### src/dles_pkg.sv
/*
  Package for the link status and error flag block: register offsets,
  field positions, widths and reset values.
  Assumes a 32-bit register port with byte offsets as printed.
*/
package dles_pkg;
  localparam int ADDR_W = 8;
  localparam logic [7:0] OFF_TRIG = 8'hAC;
  localparam logic [7:0] OFF_PHYST = 8'hB0;
  localparam logic [7:0] OFF_SPARE_A = 8'hB4;
  localparam logic [7:0] OFF_SPARE_B = 8'hB8;
  localparam logic [7:0] OFF_ST0 = 8'hBC;
  localparam logic [7:0] OFF_ST1 = 8'hC0;
  localparam logic [7:0] OFF_MSK0 = 8'hC4;
  localparam logic [7:0] OFF_MSK1 = 8'hC8;
  localparam int TRIG_W = 4;
  localparam int PHYST_W = 13;
  localparam int ST0_W = 21;
  localparam int ST1_W = 13;
  localparam int ACK_LSB = 0;
  localparam int PHYERR_LSB = 16;
  localparam int ST1_HS_TO = 0;
  localparam int ST1_LP_TO = 1;
  localparam int ST1_ECC1 = 2;
  localparam int ST1_ECCM = 3;
  localparam int ST1_CRC = 4;
  localparam int ST1_SIZE = 5;
  localparam int ST1_EOTP = 6;
  localparam int ST1_PIX_OVF = 7;
  localparam int ST1_CMD_OVF = 8;
  localparam int ST1_PWR_OVF = 9;
  localparam int ST1_SEND_UDF = 10;
  localparam int ST1_RD_UDF = 11;
  localparam int ST1_RCV_OVF = 12;
  localparam logic [3:0] TRIG_RST = 4'h0;
  localparam logic [20:0] ST0_RST = 21'h000000;
  localparam logic [12:0] ST1_RST = 13'h0000;
  localparam logic [20:0] MSK0_RST = 21'h000000;
  localparam logic [12:0] MSK1_RST = 13'h0000;
  localparam logic [12:0] PHYST_RST = 13'h0000;
  localparam logic SPARE_RST = 1'b0;
endpackage : dles_pkg

### src/dles_top.sv
/*
  Status, error flag and interrupt mask bank of a display serial link
  host: mirrors lane status, holds trigger requests, collects flags.
  Assumes all event inputs are one-cycle pulses or levels synchronous
  to ref_clk; reads and writes are single-cycle strobes.
*/
`timescale 1ns/1ns
module dles_top (
  input wire logic ref_clk,
  input wire logic rstn,
  input wire logic [dles_pkg::ADDR_W-1:0] reg_addr,
  input wire logic reg_wr,
  input wire logic reg_rd,
  input wire logic [31:0] reg_wdata,
  output logic [31:0] reg_rdata,
  output logic [dles_pkg::TRIG_W-1:0] link_trigger_req,
  input wire logic phy_lock,
  input wire logic phy_direction,
  input wire logic clk_lane_stopped_flag,
  input wire logic clk_lane_not_sleeping_flag,
  input wire logic lane0_stopped_flag,
  input wire logic lane0_not_sleeping_flag,
  input wire logic lane0_sleep_escape_received,
  input wire logic lane1_stopped_flag,
  input wire logic lane1_not_sleeping_flag,
  input wire logic lane2_stopped_flag,
  input wire logic lane2_not_sleeping_flag,
  input wire logic lane3_stopped_flag,
  input wire logic lane3_not_sleeping_flag,
  input wire logic escape_entry_fault_signal,
  input wire logic escape_sync_fault_signal,
  input wire logic control_fault_signal,
  input wire logic low_level_contention_signal,
  input wire logic high_level_contention_signal,
  input wire logic ack_report_valid,
  input wire logic [15:0] ack_report,
  input wire logic cmd_fifo_full,
  input wire logic cmd_write,
  input wire logic pld_w_fifo_full,
  input wire logic pld_write,
  input wire logic pld_w_fifo_empty,
  input wire logic pkt_build_active,
  input wire logic pld_r_fifo_empty,
  input wire logic rd_data_pass_active,
  input wire logic pld_r_fifo_full,
  input wire logic readback_rx_active,
  input wire logic pix_fifo_full,
  input wire logic pix_line_store_active,
  input wire logic eotp_missing,
  input wire logic pkt_size_fault,
  input wire logic crc_fault,
  input wire logic ecc_single_fault,
  input wire logic ecc_multi_fault,
  input wire logic lowpower_rx_timeout_flag,
  input wire logic highspeed_tx_timeout_flag,
  output logic cmd_fifo_push,
  output logic pld_w_fifo_push,
  output logic irq
);
  import dles_pkg::*;

  logic [TRIG_W-1:0] trig_r;
  logic [PHYST_W-1:0] physt_r;
  logic [PHYST_W-1:0] physt_nxt;
  logic [ST0_W-1:0] st0_r;
  logic [ST0_W-1:0] st0_set;
  logic [ST1_W-1:0] st1_r;
  logic [ST1_W-1:0] st1_set;
  logic [ST0_W-1:0] msk0_r;
  logic [ST1_W-1:0] msk1_r;
  logic spare_a_r;
  logic spare_b_r;
  logic [31:0] rdata_nxt;
  logic rd_st0;
  logic rd_st1;

  function automatic logic hit(input logic [ADDR_W-1:0] a,
                               input logic [ADDR_W-1:0] off);
    hit = (a == off);
  endfunction : hit

  assign rd_st0 = reg_rd && hit(reg_addr, OFF_ST0);
  assign rd_st1 = reg_rd && hit(reg_addr, OFF_ST1);

  // writable control registers
  always_ff @(posedge ref_clk) begin
    if (!rstn) begin
      trig_r <= TRIG_RST;
      msk0_r <= MSK0_RST;
      msk1_r <= MSK1_RST;
      spare_a_r <= SPARE_RST;
      spare_b_r <= SPARE_RST;
    end else if (reg_wr) begin
      if (hit(reg_addr, OFF_TRIG)) trig_r <= reg_wdata[TRIG_W-1:0];
      if (hit(reg_addr, OFF_MSK0)) msk0_r <= reg_wdata[ST0_W-1:0];
      if (hit(reg_addr, OFF_MSK1)) msk1_r <= reg_wdata[ST1_W-1:0];
      if (hit(reg_addr, OFF_SPARE_A)) spare_a_r <= reg_wdata[0];
      if (hit(reg_addr, OFF_SPARE_B)) spare_b_r <= reg_wdata[0];
    end
  end

  always_ff @(posedge ref_clk) begin
    if (!rstn) link_trigger_req <= TRIG_RST;
    else if (reg_wr && hit(reg_addr, OFF_TRIG))
      link_trigger_req <= reg_wdata[TRIG_W-1:0];
  end

  // lane status mirror, one register stage
  always_comb begin
    physt_nxt = '0;
    physt_nxt[0] = phy_lock;
    physt_nxt[1] = phy_direction;
    physt_nxt[2] = clk_lane_stopped_flag;
    physt_nxt[3] = clk_lane_not_sleeping_flag;
    physt_nxt[4] = lane0_stopped_flag;
    physt_nxt[5] = lane0_not_sleeping_flag;
    physt_nxt[6] = lane0_sleep_escape_received;
    physt_nxt[7] = lane1_stopped_flag;
    physt_nxt[8] = lane1_not_sleeping_flag;
    physt_nxt[9] = lane2_stopped_flag;
    physt_nxt[10] = lane2_not_sleeping_flag;
    physt_nxt[11] = lane3_stopped_flag;
    physt_nxt[12] = lane3_not_sleeping_flag;
  end

  always_ff @(posedge ref_clk) begin
    if (!rstn) physt_r <= PHYST_RST;
    else physt_r <= physt_nxt;
  end

  // event sources
  always_comb begin
    st0_set = '0;
    if (ack_report_valid)
      st0_set[ACK_LSB +: 16] = ack_report;
    st0_set[PHYERR_LSB + 0] = escape_entry_fault_signal;
    st0_set[PHYERR_LSB + 1] = escape_sync_fault_signal;
    st0_set[PHYERR_LSB + 2] = control_fault_signal;
    st0_set[PHYERR_LSB + 3] = low_level_contention_signal;
    st0_set[PHYERR_LSB + 4] = high_level_contention_signal;
  end

  always_comb begin
    st1_set = '0;
    st1_set[ST1_HS_TO] = highspeed_tx_timeout_flag;
    st1_set[ST1_LP_TO] = lowpower_rx_timeout_flag;
    st1_set[ST1_ECC1] = ecc_single_fault;
    st1_set[ST1_ECCM] = ecc_multi_fault;
    st1_set[ST1_CRC] = crc_fault;
    st1_set[ST1_SIZE] = pkt_size_fault;
    st1_set[ST1_EOTP] = eotp_missing;
    st1_set[ST1_PIX_OVF] = pix_line_store_active && pix_fifo_full;
    st1_set[ST1_CMD_OVF] = cmd_write && cmd_fifo_full;
    st1_set[ST1_PWR_OVF] = pld_write && pld_w_fifo_full;
    st1_set[ST1_SEND_UDF] = pkt_build_active && pld_w_fifo_empty;
    st1_set[ST1_RD_UDF] = rd_data_pass_active && pld_r_fifo_empty;
    st1_set[ST1_RCV_OVF] = readback_rx_active && pld_r_fifo_full;
  end

  // push only when there is room, so a full FIFO drops the write
  always_ff @(posedge ref_clk) begin
    if (!rstn) begin
      cmd_fifo_push <= 1'b0;
      pld_w_fifo_push <= 1'b0;
    end else begin
      cmd_fifo_push <= cmd_write && !cmd_fifo_full;
      pld_w_fifo_push <= pld_write && !pld_w_fifo_full;
    end
  end

  // sticky flags: clear on read, a new event in the same cycle wins
  always_ff @(posedge ref_clk) begin
    if (!rstn) st0_r <= ST0_RST;
    else if (rd_st0) st0_r <= st0_set;
    else st0_r <= st0_r | st0_set;
  end

  always_ff @(posedge ref_clk) begin
    if (!rstn) st1_r <= ST1_RST;
    else if (rd_st1) st1_r <= st1_set;
    else st1_r <= st1_r | st1_set;
  end

  always_ff @(posedge ref_clk) begin
    if (!rstn) irq <= 1'b0;
    else irq <= |(st0_r & msk0_r) || |(st1_r & msk1_r);
  end

  // read mux; unmapped offsets read zero
  always_comb begin
    rdata_nxt = 32'h00000000;
    case (reg_addr)
      OFF_TRIG: rdata_nxt[TRIG_W-1:0] = trig_r;
      OFF_PHYST: rdata_nxt[PHYST_W-1:0] = physt_r;
      OFF_SPARE_A: rdata_nxt[0] = spare_a_r;
      OFF_SPARE_B: rdata_nxt[0] = spare_b_r;
      OFF_ST0: rdata_nxt[ST0_W-1:0] = st0_r;
      OFF_ST1: rdata_nxt[ST1_W-1:0] = st1_r;
      OFF_MSK0: rdata_nxt[ST0_W-1:0] = msk0_r;
      OFF_MSK1: rdata_nxt[ST1_W-1:0] = msk1_r;
      default: rdata_nxt = 32'h00000000;
    endcase
  end

  always_ff @(posedge ref_clk) begin
    if (!rstn) reg_rdata <= 32'h00000000;
    else if (reg_rd) reg_rdata <= rdata_nxt;
  end

  // assertions
  property p_trig_write;
    @(posedge ref_clk) disable iff (!rstn)
      reg_wr && reg_addr == OFF_TRIG
        |=> link_trigger_req == $past(reg_wdata[3:0]);
  endproperty
  a_trig_write: assert property (p_trig_write)
    else $error("trigger not loaded");

  property p_lock_mirror;
    @(posedge ref_clk) disable iff (!rstn)
      ##1 physt_r[0] == $past(phy_lock);
  endproperty
  a_lock_mirror: assert property (p_lock_mirror)
    else $error("lock mismatch");

  property p_dir_read;
    @(posedge ref_clk) disable iff (!rstn)
      reg_rd && reg_addr == OFF_PHYST |=> reg_rdata[1] == $past(physt_r[1]);
  endproperty
  a_dir_read: assert property (p_dir_read)
    else $error("direction bad");

  property p_cmd_ovf;
    @(posedge ref_clk) disable iff (!rstn)
      cmd_write && cmd_fifo_full |=> st1_r[8] && !cmd_fifo_push;
  endproperty
  a_cmd_ovf: assert property (p_cmd_ovf)
    else $error("cmd overflow missed");

  property p_pld_ovf;
    @(posedge ref_clk) disable iff (!rstn)
      pld_write && pld_w_fifo_full |=> st1_r[9] && !pld_w_fifo_push;
  endproperty
  a_pld_ovf: assert property (p_pld_ovf)
    else $error("payload overflow");

  property p_esc_err;
    @(posedge ref_clk) disable iff (!rstn)
      escape_entry_fault_signal |=> st0_r[16];
  endproperty
  a_esc_err: assert property (p_esc_err)
    else $error("escape error lost");

  property p_hold;
    @(posedge ref_clk) disable iff (!rstn)
      st1_r[4] && !rd_st1 |=> st1_r[4];
  endproperty
  a_hold: assert property (p_hold)
    else $error("flag dropped early");

  property p_clear;
    @(posedge ref_clk) disable iff (!rstn)
      rd_st0 && !st0_set[0] |=> !st0_r[0];
  endproperty
  a_clear: assert property (p_clear)
    else $error("flag not cleared");

  property p_irq;
    @(posedge ref_clk) disable iff (!rstn)
      (st1_r[0] && msk1_r[0]) |=> irq;
  endproperty
  a_irq: assert property (p_irq)
    else $error("irq missing");

  property p_irq_masked;
    @(posedge ref_clk) disable iff (!rstn)
      (st0_r & msk0_r) == '0 && (st1_r & msk1_r) == '0 |=> !irq;
  endproperty
  a_irq_masked: assert property (p_irq_masked)
    else $error("irq spurious");

  property p_lane_mirror;
    @(posedge ref_clk) disable iff (!rstn)
      ##1 physt_r[2] == $past(clk_lane_stopped_flag)
        && physt_r[12] == $past(lane3_not_sleeping_flag);
  endproperty
  a_lane_mirror: assert property (p_lane_mirror)
    else $error("lane state mismatch");

  property p_esc_mirror;
    @(posedge ref_clk) disable iff (!rstn)
      ##1 physt_r[6] == $past(lane0_sleep_escape_received);
  endproperty
  a_esc_mirror: assert property (p_esc_mirror)
    else $error("escape state mismatch");

  property p_ack_copy;
    @(posedge ref_clk) disable iff (!rstn)
      ack_report_valid |=> (st0_r[15:0] & $past(ack_report)) == $past(ack_report);
  endproperty
  a_ack_copy: assert property (p_ack_copy)
    else $error("ack report lost");

  property p_send_udf;
    @(posedge ref_clk) disable iff (!rstn)
      pkt_build_active && pld_w_fifo_empty |=> st1_r[ST1_SEND_UDF];
  endproperty
  a_send_udf: assert property (p_send_udf)
    else $error("send underflow missed");

  property p_rd_udf;
    @(posedge ref_clk) disable iff (!rstn)
      rd_data_pass_active && pld_r_fifo_empty |=> st1_r[ST1_RD_UDF];
  endproperty
  a_rd_udf: assert property (p_rd_udf)
    else $error("read underflow missed");

  property p_rcv_ovf;
    @(posedge ref_clk) disable iff (!rstn)
      readback_rx_active && pld_r_fifo_full |=> st1_r[ST1_RCV_OVF];
  endproperty
  a_rcv_ovf: assert property (p_rcv_ovf)
    else $error("receive overflow missed");

  property p_pix_ovf;
    @(posedge ref_clk) disable iff (!rstn)
      pix_line_store_active && pix_fifo_full |=> st1_r[ST1_PIX_OVF];
  endproperty
  a_pix_ovf: assert property (p_pix_ovf)
    else $error("pixel overflow missed");

  property p_eotp;
    @(posedge ref_clk) disable iff (!rstn)
      eotp_missing |=> st1_r[ST1_EOTP];
  endproperty
  a_eotp: assert property (p_eotp)
    else $error("missing eotp not flagged");

  property p_crc;
    @(posedge ref_clk) disable iff (!rstn)
      crc_fault |=> st1_r[ST1_CRC];
  endproperty
  a_crc: assert property (p_crc)
    else $error("crc fault not flagged");

  property p_ecc;
    @(posedge ref_clk) disable iff (!rstn)
      ecc_multi_fault |=> st1_r[ST1_ECCM];
  endproperty
  a_ecc: assert property (p_ecc)
    else $error("ecc fault not flagged");

  property p_lp_to;
    @(posedge ref_clk) disable iff (!rstn)
      lowpower_rx_timeout_flag |=> st1_r[ST1_LP_TO];
  endproperty
  a_lp_to: assert property (p_lp_to)
    else $error("low-power timeout not flagged");

  c_ovf: cover property (@(posedge ref_clk) cmd_write && cmd_fifo_full);
  c_irq: cover property (@(posedge ref_clk) $rose(irq));
  c_clr: cover property (@(posedge ref_clk) rd_st1 && st1_r != '0);
  c_race: cover property (@(posedge ref_clk) rd_st0 && st0_set != '0);
endmodule : dles_top

### config.mk
export PLATFORM = sky130hd
export DESIGN_NAME = dles_top
export DESIGN_NICKNAME = d
export VERILOG_FILES = /design/src/dles_pkg.sv /design/src/dles_top.sv
export SDC_FILE = /design/constraint.sdc
export NUM_CORES = 1
export LEC_CHECK = 0
export ABC_CLOCK_PERIOD_IN_PS = 3100
export BUFFER_PORTS_ARGS = -buffer_cell sky130_fd_sc_hd__buf_2
export CAP_MARGIN = 20
export CORE_MARGIN = 2
export CORE_UTILIZATION = 55
export DETAILED_ROUTE_END_ITERATION = 7
export GPL_ROUTABILITY_DRIVEN = 0
export HOLD_SLACK_MARGIN = 0.1
export PLACE_DENSITY = 0.84
export REMOVE_ABC_BUFFERS = 1
export SETUP_SLACK_MARGIN = 0.1
export SLEW_MARGIN = 25
export SYNTH_ARGS = -nofsm -noshare
export SYNTH_HDL_FRONTEND = slang
export SYNTH_SLANG_ARGS = --single-unit
### constraint.sdc
create_clock -name ref_clk -period 3.1 [get_ports ref_clk]
set_input_delay 0.155 -clock ref_clk [delete_from_list [all_inputs] [get_ports ref_clk]]
set_output_delay 0.155 -clock ref_clk [all_outputs]
set_load 0.05 [all_outputs]
==> impl_metrics.json <==
{
  "critical_path.max_fanout": 14,
  "numPortBuffers": 114,
  "firstDrtPassIters": 5,
  "grt_pass1_vias": 4487,
  "rsz0062_at_grt": "no",
  "p_per_area_mw_per_mm2": 443.5,
  "area_growth_pct": 31.22,
  "syn_avg_cell_area_sq_um": 9.583,
  "min_path_type": "primary input to flop",
  "num_vias": 4751,
  "fin_crit_sh_pct": 72.26,
  "drcViolationCount": 0,
  "hold_ws_ns": 0.1630,
  "post_cts_resized": 0,
  "antenna_found_initial": 0,
  "fmax_ghz": 0.4464,
  "fillers": 583,
  "cts_tree": "done",
  "ys_seq_area_share_pct": 46.01,
  "antenna_cells": 0,
  "grt_overflow_total": 0,
  "setup_violations": 0,
  "path_class": "primary input to flop",
  "cts_made_buffers": 9,
  "status": "finished, final reports clean",
  "die_w_microns": 97.71,
  "worstMarginPinSlew_ns": 0.8017,
  "clk_path_buf_depth": 2,
  "layout_common_cells": "114 x buf_2, 111 x dfxtp_1, 75 x dlygate4sd3_1",
  "dieArea_sq_mm": 0.009546,
  "cts.sinks": 111,
  "maxSlewHeadroom_pct": 46.40,
  "final.setup.tns_ns": 0,
  "drv_cap": 0,
  "ys.flop_type": "dfxtp_1",
  "path_clk_slew_ns": 0.11,
  "async_flop_share_pct": 0,
  "htree_levels": 3,
  "placementRows": 34,
  "grtUsageTotal_pct": 30.61,
  "drtIter0Drc": 489,
  "grt_pass1_wl_microns": 23190,
  "clockRootBuffer": "clkbuf_8",
  "pin_count": 137,
  "cts_setup_buffers": 0,
  "end_kind": "flop",
  "initial_core_util_pct": 55.93,
  "ys_ff_latch": 111,
  "insertion_delay_ns": 0.39,
  "routedWlPerCell_microns": 18.93,
  "start_kind": "primary input",
  "cp.required_ns": 3.39,
  "final_common_cell": "buf_2",
  "core_sq_mm": 0.008636,
  "drtAntennaViolNets": 0,
  "postSynthCellCount": 504,
  "fin_skew_ns": 0.01859,
  "via_per_inst": 6.022,
  "cellLeakagePower_uw": 0.002539,
  "drive_gt1_share_pct": 21.44,
  "synth_edf_count": 0,
  "hpwl_microns": 9145,
  "fp.dieH_microns": 97.71,
  "grt_max_degree": 57,
  "yosys_warnings": 0,
  "hold_violations": 0,
  "fin_nets": 774,
  "yosys.cell_types.count": 39,
  "wl_microns": 14940,
  "slew_violations": 0,
  "arrival_ns": 2.53,
  "fin_crit_ns": 2.240,
  "syn_area_sq_mm": 0.004830,
  "ir_drop_v": 0.0002964
}
per-layer routing:
metal  vias to the layer above  track usage (%)  wire length (microns)
met5                         -                0                      0
met4                         0            13.03                    521
met3                        56            6.115                   1478
met2                       312            50.77                   7133
met1                      2242            39.03                   5801
li1                       2141                -                      -
where the power goes:
part | switching, uW | total (uW) | internal [uW]
clock | 535 | 926 | 391
combinational | 198 | 372 | 174
sequential | 37.4 | 1510 | 1480
total | 770 | 2810 | 2040
final timing paths:
kind / startpoint / to / slack [ns] / cells after the start
max reg2reg: st0_r[13]$_SDFF_PN0_ / irq$_SDFF_PN0_ / 1.52 / 4
max: reg_addr[3] / st1_r[11]$_SDFF_PN0_ / 0.86 / 7
min reg2reg: msk0_r[14]$_SDFFE_PN0P_ / msk0_r[14]$_SDFFE_PN0P_ / 0.49 / 2
min: pkt_build_active / st1_r[10]$_SDFF_PN0_ / 0.16 / 3
cell families after synthesis:
kind of cell | Yosys count | synth area share, %
other cells | 1 | 0.07765
flops | 111 | 46.01
simple gates | 170 | 20.36
mux | 24 | 5.311
compound gates | 146 | 22.07
buf+inv | 52 | 6.166
layout make-up:
class / instances / area (sq um) / share of cell area [%]
Inverter: 1 / 3.754 / 0.05923
Clock buffer: 9 / 123.9 / 1.955
Sequential cell: 111 / 2222 / 35.06
Tap cell: 108 / 135.1 / 2.132
Multi-Input combinational cell: 351 / 2347 / 37.04
Timing Repair Buffer: 202 / 1419 / 22.39
Clock inverter: 7 / 86.33 / 1.362
critical path: stages:
cell           delay, ns
buf_2               0.20
nor4_4              0.23
buf_4               0.28
nand3_1             0.62
a22oi_1             0.38
dlygate4sd3_1       0.60
nor2b_1             0.05
metrics by stage:
step	util [%]	setup slack (ns)	power, uW	instance area, sq um	cells
floorplan	-	1.249	1683	4573	463
global placement	62.26	1.067	1819	5376	698
detailed placement	62.26	1.015	1828	5376	698
CTS	73.38	0.9878	2785	6337	789
global route	73.38	0.8233	2900	6337	789
finish	73.38	0.8599	2810	6337	789
synth_stat cells (all sizes together), types with 3 or more instances:
master     n  area, sq um
dfxtp    111         2222
nor2b     70        437.9
nand2     53        198.9
a22oi     31        232.7
buf       30        205.2
a22o      24        210.2
a21oi     23        115.1
mux2i     23        230.2
a21boi    22        165.2
a221oi    22        192.7
clkbuf    21        88.83
and2      15        93.84
o21ai     14        70.07
nand4      5        31.28
nand3      4        20.02
o2bb2ai    4        35.03
a31oi      3        18.77
and4       3        26.28
nand3b     3        22.52
nor2       3        11.26
registers in the layout, indices dropped and copies added, names as in the netlist:
name / count
reg_rdata: 21
pld_w_fifo_push: 1
st1_r: 13
spare_a_r: 1
irq: 1
cmd_fifo_push: 1
physt_r: 13
msk1_r: 13
trig_r: 4
st0_r: 21
msk0_r: 21
spare_b_r: 1
repair_timing:
action / 4_1_cts / 5_1_grt
endpoints found under the hold margin: 84 / 0
hold buffers: 75 / 0
setup endpoints to repair: 0 / 0
Note: power is estimated with default switching activity, not from simulation.
